===== config.mk =====
export PLATFORM = sky130hd
export DESIGN_NAME = cpu_irq_seq_flat
export DESIGN_NICKNAME = d
export VERILOG_FILES = /design/src/hdl/irq_pkg.sv /design/src/hdl/irq_link_if.sv /design/src/hdl/cpu_irq_seq.sv /design/src/flat_wrapper.sv
export SDC_FILE = /design/constraint.sdc
export NUM_CORES = 1
export LEC_CHECK = 0
export ABC_CLOCK_PERIOD_IN_PS = 2400
export BUFFER_PORTS_ARGS = -buffer_cell sky130_fd_sc_hd__buf_2
export CAP_MARGIN = 20
export CORE_MARGIN = 2
export CORE_UTILIZATION = 55
export CTS_CLUSTER_DIAMETER = 30
export CTS_CLUSTER_SIZE = 30
export DETAILED_ROUTE_END_ITERATION = 8
export HOLD_SLACK_MARGIN = 0.02
export PLACE_DENSITY = 0.79
export SYNTH_ARGS = -nofsm -noshare
export SYNTH_HDL_FRONTEND = slang
export SYNTH_SLANG_ARGS = --single-unit

===== constraint.sdc =====
create_clock -name clk_sys -period 2.4 [get_ports clk_sys]
set_input_delay 0.12 -clock clk_sys [delete_from_list [all_inputs] [get_ports clk_sys]]
set_output_delay 0.12 -clock clk_sys [all_outputs]
set_load 0.01 [all_outputs]

===== src/hdl/irq_pkg.sv =====
// constants, types and map shared by both ends of the interrupt link
package irq_pkg;

  // ==========================================================
  // device map
  localparam int          ADDR_W         = 16;
  localparam int          DATA_W         = 8;
  localparam logic [15:0] VECTOR_ADDR    = 16'h0000;
  localparam logic [15:0] SP_LO_ADDR     = 16'h0002;
  localparam logic [15:0] SP_HI_ADDR     = 16'h0003;
  localparam logic [15:0] CTRL_BASE_ADDR = 16'h0055;
  localparam logic [15:0] DUMMY_ADDR     = 16'h0002;
  localparam logic [15:0] SP_RESET       = 16'h0000;

  // ==========================================================
  // interrupt control register fields
  localparam int         LEVEL_LSB      = 0;
  localparam int         LEVEL_W        = 3;
  localparam int         REQ_BIT        = 3;
  localparam int         POL_BIT        = 4;
  localparam logic [7:0] CTL_USED_MASK  = 8'h1f;
  localparam logic [7:0] CTL_RESET      = 8'h00;
  localparam logic [7:0] REQ_CLEAR_MASK = 8'hf7;
  localparam int         NUM_W          = 5;

  // ==========================================================
  // cpu sequencer registers on the software port
  localparam logic [3:0] H_CTRL      = 4'h0;
  localparam logic [3:0] H_STATUS    = 4'h1;
  localparam logic [3:0] H_MASK      = 4'h2;
  localparam logic [3:0] H_VECTOR    = 4'h3;
  localparam logic [3:0] H_PASS_ADDR = 4'h4;
  localparam logic [3:0] H_PASS_DATA = 4'h5;
  localparam logic [3:0] H_PASS_READ = 4'h6;
  localparam logic [3:0] H_CLEAR_REQ = 4'h7;
  localparam logic [3:0] H_SP_STATE  = 4'h8;

  localparam int         I_BIT       = 0;
  localparam int         HOLD_BIT    = 1;
  localparam int         IPL_LSB     = 4;
  localparam int         ST_TAKEN    = 0;
  localparam int         ST_CLEARED  = 1;
  localparam int         ST_REFUSED  = 2;
  localparam int         ST_W        = 3;
  localparam logic [2:0] STATUS_RESET = 3'h0;

  // ==========================================================
  // timing: instruction slots before an enable takes effect
  localparam int NOP_COUNT      = 2;
  localparam int NOP_COUNT_HOLD = 4;
  localparam int WAIT_W         = 3;

  typedef enum logic [2:0] {
    ST_IDLE    = 3'b000,
    ST_ACK     = 3'b001,
    ST_PASS_RD = 3'b010,
    ST_CLR_RD  = 3'b011,
    ST_CLR_WR  = 3'b100,
    ST_DUMMY   = 3'b101
  } seq_state_t;

endpackage


===== src/hdl/irq_link_if.sv =====
// interface joining the cpu sequencer and the request controller
`timescale 1ns/1ns
interface irq_link_if;
  logic [15:0] addr;
  logic [7:0]  wdata;
  logic        wr;
  logic        rd;
  logic [7:0]  rdata;
  logic        irq_req;
  logic [2:0]  irq_level;

  modport dev (
    input  addr,
    input  wdata,
    input  wr,
    input  rd,
    output rdata,
    output irq_req,
    output irq_level
  );

  modport cpu (
    output addr,
    output wdata,
    output wr,
    output rd,
    input  rdata,
    input  irq_req,
    input  irq_level
  );
endinterface // irq_link_if


===== src/hdl/cpu_irq_seq.sv =====
// cpu side: interrupt acceptance sequence and software command port
`timescale 1ns/1ns
module cpu_irq_seq #(
  parameter int NOP_COUNT      = irq_pkg::NOP_COUNT,
  parameter int NOP_COUNT_HOLD = irq_pkg::NOP_COUNT_HOLD
) (
  // clock and reset
  input  wire logic        clk_sys,
  input  wire logic        reset,
  // link to the request controller
  irq_link_if.cpu          link,
  // software register port
  input  wire logic [3:0]  reg_addr,
  input  wire logic [15:0] reg_wdata,
  input  wire logic        reg_wr,
  input  wire logic        reg_rd,
  output logic      [15:0] reg_rdata,
  // interrupt to software
  output logic             irq
);

  generate
    if (NOP_COUNT < 1 || NOP_COUNT_HOLD < NOP_COUNT ||
        NOP_COUNT_HOLD >= (1 << irq_pkg::WAIT_W)) begin : g_bad
      $error("cpu_irq_seq: unsupported enable delay");
    end
  endgenerate

  localparam logic [2:0] WAIT_N = 3'(NOP_COUNT);
  localparam logic [2:0] WAIT_H = 3'(NOP_COUNT_HOLD);

  irq_pkg::seq_state_t state;
  irq_pkg::seq_state_t next_state;

  logic        i_flag;
  logic        next_i_flag;
  logic        hold_mode;
  logic        next_hold_mode;
  logic [2:0]  ipl;
  logic [2:0]  next_ipl;
  logic [2:0]  en_wait;
  logic [2:0]  next_en_wait;
  logic        sp_loaded;
  logic        next_sp_loaded;
  logic [2:0]  status;
  logic [2:0]  next_status;
  logic [2:0]  mask;
  logic [2:0]  next_mask;
  logic [7:0]  vector;
  logic [7:0]  next_vector;
  logic [15:0] pass_addr;
  logic [15:0] next_pass_addr;
  logic [7:0]  pass_data;
  logic [7:0]  next_pass_data;
  logic [15:0] bus_addr;
  logic [15:0] next_bus_addr;
  logic [7:0]  bus_wdata;
  logic [7:0]  next_bus_wdata;
  logic        bus_wr;
  logic        next_bus_wr;
  logic        bus_rd;
  logic        next_bus_rd;
  logic        rd_valid;
  logic [15:0] next_reg_rdata;
  logic        next_irq;
  logic [2:0]  set_st;
  logic [2:0]  clr_st;
  logic        enabled;
  logic        accept;

  // ==========================================================
  // slots to wait after a device write or an enable
  function automatic logic [2:0] wait_len(input logic hold);
    return hold ? WAIT_H : WAIT_N;
  endfunction

  // ==========================================================
  // next state
  always_comb begin
    next_state     = state;
    next_i_flag    = i_flag;
    next_hold_mode = hold_mode;
    next_ipl       = ipl;
    next_en_wait   = (en_wait != 3'h0) ? en_wait - 3'h1 : 3'h0;
    next_sp_loaded = sp_loaded;
    next_mask      = mask;
    next_vector    = vector;
    next_pass_addr = pass_addr;
    next_pass_data = pass_data;
    next_bus_addr  = bus_addr;
    next_bus_wdata = bus_wdata;
    next_bus_wr    = 1'b0;
    next_bus_rd    = 1'b0;
    next_reg_rdata = 16'h0000;
    set_st         = 3'h0;
    clr_st         = 3'h0;

    // no acceptance until the enable has settled behind prior
    // writes and the stack pointer holds a real value
    enabled = i_flag && (en_wait == 3'h0) && sp_loaded;
    accept  = enabled && link.irq_req && (link.irq_level > ipl);

    // ---------------------------------------------- plain registers
    if (reg_wr) begin
      case (reg_addr)
        irq_pkg::H_CTRL: begin
          next_i_flag    = reg_wdata[irq_pkg::I_BIT];
          next_hold_mode = reg_wdata[irq_pkg::HOLD_BIT];
          next_ipl       = reg_wdata[irq_pkg::IPL_LSB +: 3];
          if (reg_wdata[irq_pkg::I_BIT] && !i_flag) begin
            next_en_wait = wait_len(reg_wdata[irq_pkg::HOLD_BIT]);
          end
        end
        irq_pkg::H_STATUS:    clr_st         = reg_wdata[2:0];
        irq_pkg::H_MASK:      next_mask      = reg_wdata[2:0];
        irq_pkg::H_PASS_ADDR: next_pass_addr = reg_wdata;
        default: ;
      endcase
    end

    // ---------------------------------------------- sequencer
    case (state)
      irq_pkg::ST_IDLE: begin
        if (reg_wr && reg_addr == irq_pkg::H_PASS_DATA) begin
          // one plain write of the whole byte
          next_bus_addr  = pass_addr;
          next_bus_wdata = reg_wdata[7:0];
          next_bus_wr    = 1'b1;
          next_pass_data = reg_wdata[7:0];
          next_en_wait   = wait_len(hold_mode);
          if (pass_addr == irq_pkg::SP_HI_ADDR) begin
            next_sp_loaded = 1'b1;
          end
        end else if (reg_wr && (reg_addr == irq_pkg::H_PASS_READ ||
                                reg_addr == irq_pkg::H_CLEAR_REQ)) begin
          next_bus_addr = (reg_addr == irq_pkg::H_PASS_READ) ?
                          pass_addr : reg_wdata;
          if (next_bus_addr == irq_pkg::VECTOR_ADDR) begin
            // a software read there would swallow a request
            set_st[irq_pkg::ST_REFUSED] = 1'b1;
            next_bus_addr = bus_addr;
          end else begin
            next_bus_rd = 1'b1;
            next_state  = (reg_addr == irq_pkg::H_PASS_READ) ?
                          irq_pkg::ST_PASS_RD : irq_pkg::ST_CLR_RD;
          end
        end else if (accept) begin
          next_bus_addr = irq_pkg::VECTOR_ADDR;
          next_bus_rd   = 1'b1;
          next_state    = irq_pkg::ST_ACK;
        end
      end
      irq_pkg::ST_ACK: begin
        if (rd_valid) begin
          next_vector              = link.rdata;
          next_i_flag              = 1'b0;
          set_st[irq_pkg::ST_TAKEN] = 1'b1;
          next_state               = irq_pkg::ST_IDLE;
        end
      end
      irq_pkg::ST_PASS_RD: begin
        if (rd_valid) begin
          next_pass_data = link.rdata;
          next_state     = irq_pkg::ST_IDLE;
        end
      end
      irq_pkg::ST_CLR_RD: begin
        // acceptance is held off for the whole read-and-write
        if (rd_valid) begin
          next_bus_wdata = link.rdata & irq_pkg::REQ_CLEAR_MASK;
          next_bus_wr    = 1'b1;
          next_state     = irq_pkg::ST_CLR_WR;
        end
      end
      irq_pkg::ST_CLR_WR: begin
        next_bus_addr = irq_pkg::DUMMY_ADDR;
        next_bus_rd   = 1'b1;
        next_state    = irq_pkg::ST_DUMMY;
      end
      irq_pkg::ST_DUMMY: begin
        if (rd_valid) begin
          set_st[irq_pkg::ST_CLEARED] = 1'b1;
          next_en_wait = wait_len(hold_mode);
          next_state   = irq_pkg::ST_IDLE;
        end
      end
      default: next_state = irq_pkg::ST_IDLE;
    endcase

    // ---------------------------------------------- status, reads
    next_status = (status & ~clr_st) | set_st;
    next_irq    = |(next_status & next_mask);
    if (reg_rd) begin
      case (reg_addr)
        irq_pkg::H_CTRL:
          next_reg_rdata = {9'h000, ipl, 2'h0, hold_mode, i_flag};
        irq_pkg::H_STATUS:    next_reg_rdata = {13'h0000, status};
        irq_pkg::H_MASK:      next_reg_rdata = {13'h0000, mask};
        irq_pkg::H_VECTOR:    next_reg_rdata = {8'h00, vector};
        irq_pkg::H_PASS_ADDR: next_reg_rdata = pass_addr;
        irq_pkg::H_PASS_DATA: next_reg_rdata = {8'h00, pass_data};
        irq_pkg::H_SP_STATE:
          next_reg_rdata = {12'h000, state != irq_pkg::ST_IDLE,
                            en_wait == 3'h0, sp_loaded, enabled};
        default:              next_reg_rdata = 16'h0000;
      endcase
    end
  end

  // ==========================================================
  // registers
  always_ff @(posedge clk_sys) begin
    if (reset) begin
      state     <= irq_pkg::ST_IDLE;
      i_flag    <= 1'b0;
      hold_mode <= 1'b0;
      ipl       <= 3'h0;
      en_wait   <= 3'h0;
      sp_loaded <= 1'b0;
      status    <= irq_pkg::STATUS_RESET;
      mask      <= 3'h0;
      vector    <= 8'h00;
      pass_addr <= 16'h0000;
      pass_data <= 8'h00;
      bus_addr  <= 16'h0000;
      bus_wdata <= 8'h00;
      bus_wr    <= 1'b0;
      bus_rd    <= 1'b0;
      rd_valid  <= 1'b0;
      reg_rdata <= 16'h0000;
      irq       <= 1'b0;
    end else begin
      state     <= next_state;
      i_flag    <= next_i_flag;
      hold_mode <= next_hold_mode;
      ipl       <= next_ipl;
      en_wait   <= next_en_wait;
      sp_loaded <= next_sp_loaded;
      status    <= next_status;
      mask      <= next_mask;
      vector    <= next_vector;
      pass_addr <= next_pass_addr;
      pass_data <= next_pass_data;
      bus_addr  <= next_bus_addr;
      bus_wdata <= next_bus_wdata;
      bus_wr    <= next_bus_wr;
      bus_rd    <= next_bus_rd;
      rd_valid  <= bus_rd;
      reg_rdata <= next_reg_rdata;
      irq       <= next_irq;
    end
  end

  assign link.addr  = bus_addr;
  assign link.wdata = bus_wdata;
  assign link.wr    = bus_wr;
  assign link.rd    = bus_rd;

endmodule // cpu_irq_seq


===== src/flat_wrapper.sv =====
// flat-port wrapper written by rule: the top's interface ports become plain ports
module cpu_irq_seq_flat 
#(
  parameter int NOP_COUNT      = irq_pkg::NOP_COUNT,
  parameter int NOP_COUNT_HOLD = irq_pkg::NOP_COUNT_HOLD
)
  (clk_sys, reset, reg_addr, reg_wdata, reg_wr, reg_rd, reg_rdata, irq, link_addr, link_wdata, link_wr, link_rd, link_rdata, link_irq_req, link_irq_level);
  irq_link_if link_i ();
  input  wire logic clk_sys;
  input  wire logic reset;
  input  wire logic [3:0] reg_addr;
  input  wire logic [15:0] reg_wdata;
  input  wire logic reg_wr;
  input  wire logic reg_rd;
  output logic      [15:0] reg_rdata;
  output logic irq;
  output wire logic [$bits(link_i.addr)-1:0] link_addr;
  output wire logic [$bits(link_i.wdata)-1:0] link_wdata;
  output wire logic [$bits(link_i.wr)-1:0] link_wr;
  output wire logic [$bits(link_i.rd)-1:0] link_rd;
  input wire logic [$bits(link_i.rdata)-1:0] link_rdata;
  input wire logic [$bits(link_i.irq_req)-1:0] link_irq_req;
  input wire logic [$bits(link_i.irq_level)-1:0] link_irq_level;
  assign link_addr = link_i.addr;
  assign link_wdata = link_i.wdata;
  assign link_wr = link_i.wr;
  assign link_rd = link_i.rd;
  assign link_i.rdata = link_rdata;
  assign link_i.irq_req = link_irq_req;
  assign link_i.irq_level = link_irq_level;
  cpu_irq_seq #(.NOP_COUNT(NOP_COUNT), .NOP_COUNT_HOLD(NOP_COUNT_HOLD)) u_core (.clk_sys(clk_sys), .reset(reset), .link(link_i), .reg_addr(reg_addr), .reg_wdata(reg_wdata), .reg_wr(reg_wr), .reg_rd(reg_rd), .reg_rdata(reg_rdata), .irq(irq));
endmodule

==> impl_summary.md, run 1 <==
Run status
The flow ran to the end, and the final reports show no timing, DRC or antenna violations.

Timing
The worst path meets setup with 0.191 ns of slack. The final hold violation count is 0. Based on the critical path, the design can be clocked at up to 453 MHz. In the finished design, the share of the clock period the worst path needs comes to 0.920. The final critical delay including setup and external delays is 2.21 ns. The setup-violating endpoint count in the final report is 0. The max-slew headroom at the worst pin is 0.620. In the final timing run, aggregate negative setup slack is 0 ns. The final number of max-transition violations is 0. The final setup skew is 0.00737 ns. At the pin with the least slew margin, the transition time is 0.565 ns. Setup repair after global routing left no endpoint under its margin. Final hold analysis gives a worst-case slack of 0.0264 ns.

Synthesis
Counting flops with an async set or reset pin after synthesis yields a share of 0. The number of enable-type register cells in the synthesized netlist is 0. Counting every instance in the synthesized netlist gives 500. Ranked by total cell area, the synthesized netlist is headed by sky130_fd_sc_hd__dfxtp_1 (44%), sky130_fd_sc_hd__nand2_1 (6.5%), sky130_fd_sc_hd__a21oi_1 (5.1%). The netlist uses 56 different library cells. The share of synthesized area in the top cell type comes to 0.444.

In the post-synthesis netlist, the cell with the most instances is sky130_fd_sc_hd__dfxtp_1. The total nets after synthesis is 541. The sequential fraction of the synthesis area is 0.444. Of all cell types, the one taking the most synthesized area is sky130_fd_sc_hd__dfxtp_1. The commonest cells after synthesis are sky130_fd_sc_hd__dfxtp_1 (94), sky130_fd_sc_hd__nand2_1 (73), sky130_fd_sc_hd__nor2_1 (57).

For this run, the number of Yosys warnings is 0. The total standard cell area after synthesis is 4240 µm². The post-synthesis sequential element count is 94. The average footprint of a synthesized cell is 8.48 µm². For this run, the leading register cell type out of synthesis is sky130_fd_sc_hd__dfxtp_1.

Routing
The initial detailed-routing violation count is 469. For this block, the via count after detailed routing is 4,119. The number of DRC violations after detailed routing is 0. The detailed-route vias per instance is 6.09. The aggregate routed wire length is 12,000 µm.

After detailed routing, the average wire length per cell comes to 17.7 µm. The detailed-router iteration count before antenna repair is 6. The number of antenna-violating nets in the routed design is 0.

Floorplanning
The number of placement rows is 32. The total core area is 7610 µm². For this configuration, the core starts out at a cell density of 0.558. The floorplan step set the die height to 91.8 µm. The area of the die is 8430 µm². The floorplan step set the die width to 91.8 µm.

For this design the top-level I/O count stands at 79.

Critical path
The endpoint required time on the critical path is 2.63 ns. The largest fanout of any net on the critical path is 15. The worst-path cell with the longest stage delay is sky130_fd_sc_hd__dfxtp_1. The data arrival time of the critical path is 2.44 ns. The largest single stage delay on the critical path is 0.32 ns. The slack of the worst reg-to-reg path is 0.19 ns.

The signal on the critical path passes through or2_2 > inv_1 > ha_1 > nand4_1 > a31oi_1 > a32o_2 > o31a_1 > o2bb2ai_4 > o2bb2ai_1. The worst setup path is launched from a register. In this run the worst setup path begins at u_core.en_wait[1].

In this run the critical register-to-register path is captured at u_core.link.addr[6]. Following the worst setup path forward leads to its endpoint at u_core.link.addr[6]. The type of element capturing the critical path is a register. The worst setup path is of the reg -> reg kind. Measured in cells, the most critical reg-to-reg path has a length of 9. The launch point of the worst reg-to-reg path is u_core.en_wait[1].

CTS
The total clock buffers created by CTS is 9. TritonCTS built the clock tree. The H-tree depth is 3.

The clock latency on the worst-skew pair is 0.36 ns. The tree is rooted in a sky130_fd_sc_hd__clkbuf_8. The clock transition time at the flip-flop clock pins of the worst setup and hold paths is 0.09 ns. The number of post-CTS setup repair buffers is 0.

CTS saw 94 sinks. Counting along the longest clock path gives a buffer depth of 2.

Final layout
The multi-input combinational cell area is 2170 µm². The fill cell total of the finished layout is 681. Summing all flip-flop and latch instances after layout gives 1880 µm². The ratio of cells with drive above 1 in the final layout is 0.218. Relative to the synthesized area, the layout overhead comes to 16.7%. The share of the core filled with cells is 0.651.

0 antenna diodes ended up in the layout. The net count reported at finish is 611. The number of standard cells in the layout, taps in and fillers out is 676.

Hold path
In this run the worst hold path is classified as in -> reg.

Placement
The number of cells in the design after placement is 659. The worst setup slack after placement is 0.150 ns. Port buffering added 78 buffers.

The weighted congestion at the end of routability-driven global placement is 0.883. The post-detailed-placement half-perimeter wirelength is 8510 µm.

Power and ir drop
The share of total power dissipated in sequential elements is 0.535. The share of total power dissipated in the clock network is 0.380. In this run the static leakage power is 1.96 nW.

For this design the total switching power over the nets is 0.725 mW. Power spread over the standard cell area amounts to 599 nW/µm². IR analysis of the VDD net gives a maximum drop of 0.424 mV. Cell internal power was estimated by the tool at 2.24 mW. Of the total power, the share spent switching nets is 0.245. Of the total power, combinational logic draws 0.085.

Global route
The wire length of the first global-routing pass is 19,200 µm. The via count of the first global-routing pass is 3,747. The total overflow left after global routing is 0.

The number of antenna violations at the first check in global routing is 0. The pin count of the biggest net entering global routing is 27. The all-layer global routing usage is 0.286.

Flow run
The number of max-capacitance violations reported is 0.
## state kept, by name, summed over array words and instances, names as in the netlist, 3 cells and up
signal	flops
u_core.link.addr	16
u_core.pass_addr	16
u_core.reg_rdata	16
u_core.link.wdata	8
u_core.pass_data	8
u_core.vector	8
u_core.en_wait	3
u_core.ipl	3
u_core.mask	3
u_core.state	3
u_core.status	3
## logic make-up (layout without fill, tap and decap cells)
family / Yosys count / count (layout) / share of synthesized area
simple gates: 212 / 212 / 0.235
compound gates: 119 / 119 / 0.202
flops: 94 / 94 / 0.444
buf+inv: 47 / 121 / 0.0493
mux: 22 / 22 / 0.0534
fa+ha+maj: 5 / 5 / 0.0147
xor+xnor: 1 / 1 / 0.00207
## through the flow
step                total power, mW  instance area [µm²]
floorplan                      1.76                 4240
global placement               1.86                 4710
detailed placement             1.86                 4710
CTS                            2.96                 4930
global route                   3.05                 4950
finish                         2.96                 4950
## per-layer routing
layer | track usage | vias to the layer above | part of all wire
met3 | 0.0616 | 29 | 0.084
li1 | - | 1927 | -
met4 | 0.0896 | 0 | 0.022
met5 | 0 | - | 0
met2 | 0.447 | 218 | 0.46
met1 | 0.397 | 1945 | 0.43
## critical path, delay by kind of cell (launching register included)
kind                     cells  cell delay, ns
adder cells (fa/ha/maj)      1            0.27
AO/OA/AOI/OAI                5            0.98
flip-flops                   1            0.32
buffers and inverters        1            0.08
AND/OR/NAND/NOR              2            0.43
## worst min-delay path by stage
stage / startpoint / endpoint / slack [ns] / depth (start not counted)
floorplan: link_rdata[0] / u_core.vector[0] / 0.26 / 2
global placement: link_rdata[3] / u_core.vector[3] / 0.38 / 3
detailed placement: link_rdata[3] / u_core.vector[3] / 0.39 / 3
CTS: reg_wdata[13] / u_core.pass_addr[13] / 0.02 / 3
global route: link_rdata[6] / u_core.vector[6] / 0.03 / 3
finish: link_rdata[6] / u_core.vector[6] / 0.03 / 3
## repair_timing
item	CTS	global route
setup endpoints to repair	0	15
gates resized for setup	0	2
hold buffers	1	0
endpoints found under the hold margin	1	0
## layout make-up
cell class              count  share of cell area
multi-input cells         359               0.438
flip-flops and latches     94               0.380
repair buffers             95               0.105
well taps                 102              0.0258
clock buffers               9              0.0250
clock inverters             6              0.0174
inverters                  11             0.00834
## power by group through the flow
| stage | clock network (mW) | logic, mW | registers [mW] |
|---|---|---|---|
| 2_1_floorplan | 0 | 0.145 | 1.62 |
| 3_3_place_gp | 0 | 0.239 | 1.62 |
| 3_5_place_dp | 0 | 0.241 | 1.62 |
| 4_1_cts | 1.13 | 0.244 | 1.58 |
| 5_1_grt | 1.20 | 0.270 | 1.59 |
| 6_report | 1.13 | 0.252 | 1.58 |
## layout by cell type, fill, tap and decap left out, drive strengths merged, types with 6 or more instances in the layout
| cell type | synthesis | layout |
|---|---|---|
| a22oi | 21 | 21 |
| inv | 11 | 12 |
| nor2 | 58 | 58 |
| a21oi | 43 | 43 |
| nand3 | 24 | 24 |
| nor3 | 8 | 8 |
| o21ai | 6 | 6 |
| buf | 15 | 94 |
| clkbuf | 21 | 9 |
| and2 | 9 | 9 |
| dfxtp | 94 | 94 |
| a311oi | 8 | 8 |
| nor4 | 8 | 8 |
| o2bb2ai | 17 | 17 |
| nand2 | 73 | 73 |
| mux2i | 17 | 17 |
| nor2b | 6 | 6 |
Note: power is estimated with default switching activity, not from simulation.
==> inputs of run 2 (changes only) <==
--- a/config.mk
+++ b/config.mk
@@ -8,6 +8,7 @@
 export ABC_CLOCK_PERIOD_IN_PS = 2400
 export BUFFER_PORTS_ARGS = -buffer_cell sky130_fd_sc_hd__buf_2
 export CAP_MARGIN = 20
+export CORE_ASPECT_RATIO = 0.7
 export CORE_MARGIN = 2
 export CORE_UTILIZATION = 55
 export CTS_CLUSTER_DIAMETER = 30
==> impl_summary.md, run 2 (synthesized netlist as in run 1, its figures left out) <==
Floorplanning
The height of the chip is 77.5 µm (was 91.8 µm). The number of top-level pins is 79 (unchanged). The total core area is 7380 µm² (was 7610 µm²). The effective utilization at floorplan is 0.574 (was 0.558).

The width of the die is 109 µm (was 91.8 µm). The number of placement rows is 26 (was 32). The area of the die is 8440 µm² (was 8430 µm²).

Critical path
The largest fanout of any net on the critical path is 15 (unchanged). The highest cell delay on the worst timing path is 0.41 ns (was 0.32 ns). The slack of the worst reg-to-reg path came to 0.11 ns (was 0.19 ns).

The data arrival time of the critical path is 2.59 ns (was 2.44 ns). The nature of the critical path startpoint is a register (unchanged). The worst-path cell with the longest stage delay was sky130_fd_sc_hd__o2bb2ai_4 (was sky130_fd_sc_hd__dfxtp_1). The count of cells along the worst register-to-register path is 8 (was 9). The endpoint of the worst-slack reg-to-reg timing path is u_core.link.addr[2] (was u_core.link.addr[6]). The endpoint required time on the critical path was 2.69 ns (was 2.63 ns).

The sum of buffers and inverters on the critical path came to 1 (unchanged). The largest delay contributor family on the critical path is compound AO/OA/AOI/OAI gates (unchanged). The path type of the worst setup path is reg -> reg (unchanged). CP cell instances: inv_1 > ha_1 > a21oi_1 > o21ai_0 > a32o_2 > o31a_1 > o2bb2ai_4 > o2bb2ai_1 (was or2_2 > inv_1 > ha_1 > nand4_1 > a31oi_1 > a32o_2 > o31a_1 > o2bb2ai_4 > o2bb2ai_1). The launch point of the worst reg-to-reg path is u_core.ipl[2] (was u_core.en_wait[1]). The type of element capturing the critical path is a register (unchanged).

Routing
The detailed-route vias per instance is 6.21 (was 6.09). The number of DRC violations after detailed routing is 0 (unchanged). The average wire per standard cell is 19.4 µm (was 17.7 µm).

The detailed-router iteration count before antenna repair was 5 (was 6). The number of antenna-violating nets in the routed design is 0 (unchanged). The aggregate routed wire length is 13,300 µm (was 12,000 µm). The routed via count is 4,251 (was 4,119). The initial detailed-routing violation count is 562 (was 469).

Global route
The global route total overflow is 0 (unchanged). The number of antenna violations at the first check in global routing came to 0 (unchanged). The wire length of the first global-routing pass is 21,000 µm (was 19,200 µm). The pin count of the biggest net entering global routing came to 33 (was 27). The all-layer global routing usage is 0.330 (was 0.286).

The via count of the first global-routing pass is 3,963 (was 3,747).

Timing
The final critical delay including setup and external delays is 2.29 ns (was 2.21 ns). The worst setup margin was 0.105 ns (was 0.191 ns). The achievable frequency is 436 MHz (was 453 MHz). The final cycle utilization of the critical path is 0.956 (was 0.920). The max-slew headroom at the worst pin was 0.556 (was 0.620). The final setup skew is 0.00806 ns (was 0.00737 ns). The slew at the pin closest to its max-slew limit is 0.659 ns (was 0.565 ns).

The final hold violation count is 0 (unchanged). The sum of negative setup slack is 0 ns (unchanged). Setup repair after global routing missed its margin: no (unchanged). The final number of max-transition violations is 0 (unchanged). The setup-violating endpoint count in the final report came to 0 (unchanged).

CTS
The clock tree from TritonCTS is done (unchanged). The number of clock sinks came to 94 (unchanged). The H-tree depth is 3 (unchanged). The clock transition time at the flip-flop clock pins of the worst setup and hold paths was 0.08 ns (was 0.09 ns).

The root cell of the clock tree is sky130_fd_sc_hd__clkbuf_8 (unchanged). The total clock buffers created by CTS was 9 (unchanged). The clock latency on the worst-skew pair is 0.37 ns (was 0.36 ns). The maximum clock insertion buffer count is 2 (unchanged). The number of post-CTS setup repair buffers is 0 (unchanged).

Final layout
The commonest non-fill, non-tap cell in the layout was sky130_fd_sc_hd__dfxtp_1 (unchanged). Commonest cells after routing, fill and taps aside: sky130_fd_sc_hd__dfxtp_1 (94), sky130_fd_sc_hd__buf_2 (78), sky130_fd_sc_hd__nand2_1 (73), sky130_fd_sc_hd__nor2_1 (57), sky130_fd_sc_hd__a21oi_1 (43) (unchanged). The synthesis-to-layout area growth came to 20.3% (was 16.7%). The cell area after layout is 5100 µm² (was 4950 µm²). The fill cell total of the finished layout came to 616 (was 681). The count of inserted antenna diode cells is 0 (unchanged). The ratio of cells with drive above 1 in the final layout came to 0.220 (was 0.218). The number of standard cells in the layout, taps in and fillers out is 685 (was 676). The net count reported at finish is 623 (was 611).

The share of the core filled with cells is 0.691 (was 0.651).

Run status
Run status: completed (unchanged).

Placement
The number of cells in the design after placement was 658 (was 659). The post-detailed-placement cell area is 4730 µm² (was 4710 µm²). The weighted congestion at the end of routability-driven global placement is 0.950 (was 0.883).

The post-detailed-placement half-perimeter wirelength is 9500 µm (was 8510 µm). The number of port buffers came to 78 (unchanged). The worst setup slack after placement was 0.0611 ns (was 0.150 ns).

Power and ir drop
The internal power is 2.42 mW (was 2.24 mW). The switching share of power is 0.237 (was 0.245). The power density relative to cell area was 621 nW/µm² (was 599 nW/µm²). The combinational group share of total power is 0.087 (was 0.085). The worst supply voltage drop on vdd was 0.570 mV (was 0.424 mV). The portion of total power attributed to the clock network came to 0.412 (was 0.380). The static leakage power is 2.03 nW (was 1.96 nW). The net load switching power is 0.751 mW (was 0.725 mW). The sequential fraction of design power was 0.501 (was 0.535).

Hold path
The worst min-delay path category is in -> reg (unchanged). The start point of the worst hold path is link_rdata[6] (unchanged). The worst-case hold path end point is u_core.vector[6] (unchanged). The number of cells on the worst hold path is 3 (unchanged).

Flow run
The number of max-capacitance violations reported is 0 (unchanged).
## run 2: cell count changes in the layout (fill, tap and decap cells not counted)
cell / change
sky130_fd_sc_hd__clkinv_2: -2
sky130_fd_sc_hd__bufinv_16: +1
sky130_fd_sc_hd__clkbuf_8: +2
sky130_fd_sc_hd__buf_4: +3
sky130_fd_sc_hd__inv_6: -1
sky130_fd_sc_hd__clkinvlp_4: +1
sky130_fd_sc_hd__dlygate4sd3_1: +9
## run 2: worst min-delay path, delay by kind of cell
family                 cells  cell delay [ns]
buffers and inverters      1             0.14
AO/OA/AOI/OAI              1             0.05
AND/OR/NAND/NOR            1             0.06
## run 2: timing repair
action | CTS | global route
setup endpoints to repair | 0 | 16
resized for setup | 0 | 2
hold endpoints to repair | 10 | 0
hold buffers | 10 | 0
## run 2: how the worst max path moves through the flow
stage | startpoint | to | cells past startpoint
3_5_place_dp | u_core.en_wait[1] | u_core.link.addr[2] | 8
2_1_floorplan | u_core.en_wait[1] | u_core.link.addr[0] | 10
4_1_cts | u_core.en_wait[1] | u_core.link.addr[2] | 8
6_report | u_core.ipl[2] | u_core.link.addr[2] | 8
3_3_place_gp | u_core.ipl[2] | u_core.link.addr[12] | 7
5_1_grt | u_core.en_wait[0] | u_core.state[0] | 8
## run 2: final cells by class
type / count / area (µm²) / share of cell area
multi-input cells: 359 / 2170 / 0.425
repair buffers: 107 / 633 / 0.124
clock buffers: 11 / 151 / 0.0297
clock inverters: 5 / 105 / 0.0206
flip-flops and latches: 94 / 1880 / 0.369
inverters: 11 / 41.3 / 0.00809
well taps: 98 / 123 / 0.0240
## run 2: stage by stage
stage | power (mW) | hold WS [ns]
after floorplan | 1.76 | 0.256
after global placement | 1.87 | 0.376
after detailed placement | 1.87 | 0.395
after CTS | 3.17 | 0.0267
after global routing | 3.27 | 0.0429
final | 3.17 | 0.0446
## run 2: power groups by stage
stage	sequential, mW	combinational (mW)	clock [mW]
4_1_cts	1.59	0.265	1.32
5_1_grt	1.59	0.295	1.39
2_1_floorplan	1.62	0.145	0
6_report	1.59	0.276	1.31
3_5_place_dp	1.62	0.250	0
3_3_place_gp	1.62	0.247	0
## run 2: per-layer routing
| layer | part of all wire | wire length [µm] | track usage | up-vias |
|---|---|---|---|---|
| li1 | - | - | - | 1949 |
| met1 | 0.43 | 5760 | 0.477 | 1980 |
| met2 | 0.41 | 5400 | 0.453 | 286 |
| met3 | 0.14 | 1800 | 0.122 | 36 |
| met4 | 0.027 | 353 | 0.103 | 0 |
| met5 | 0 | 0 | 0 | - |
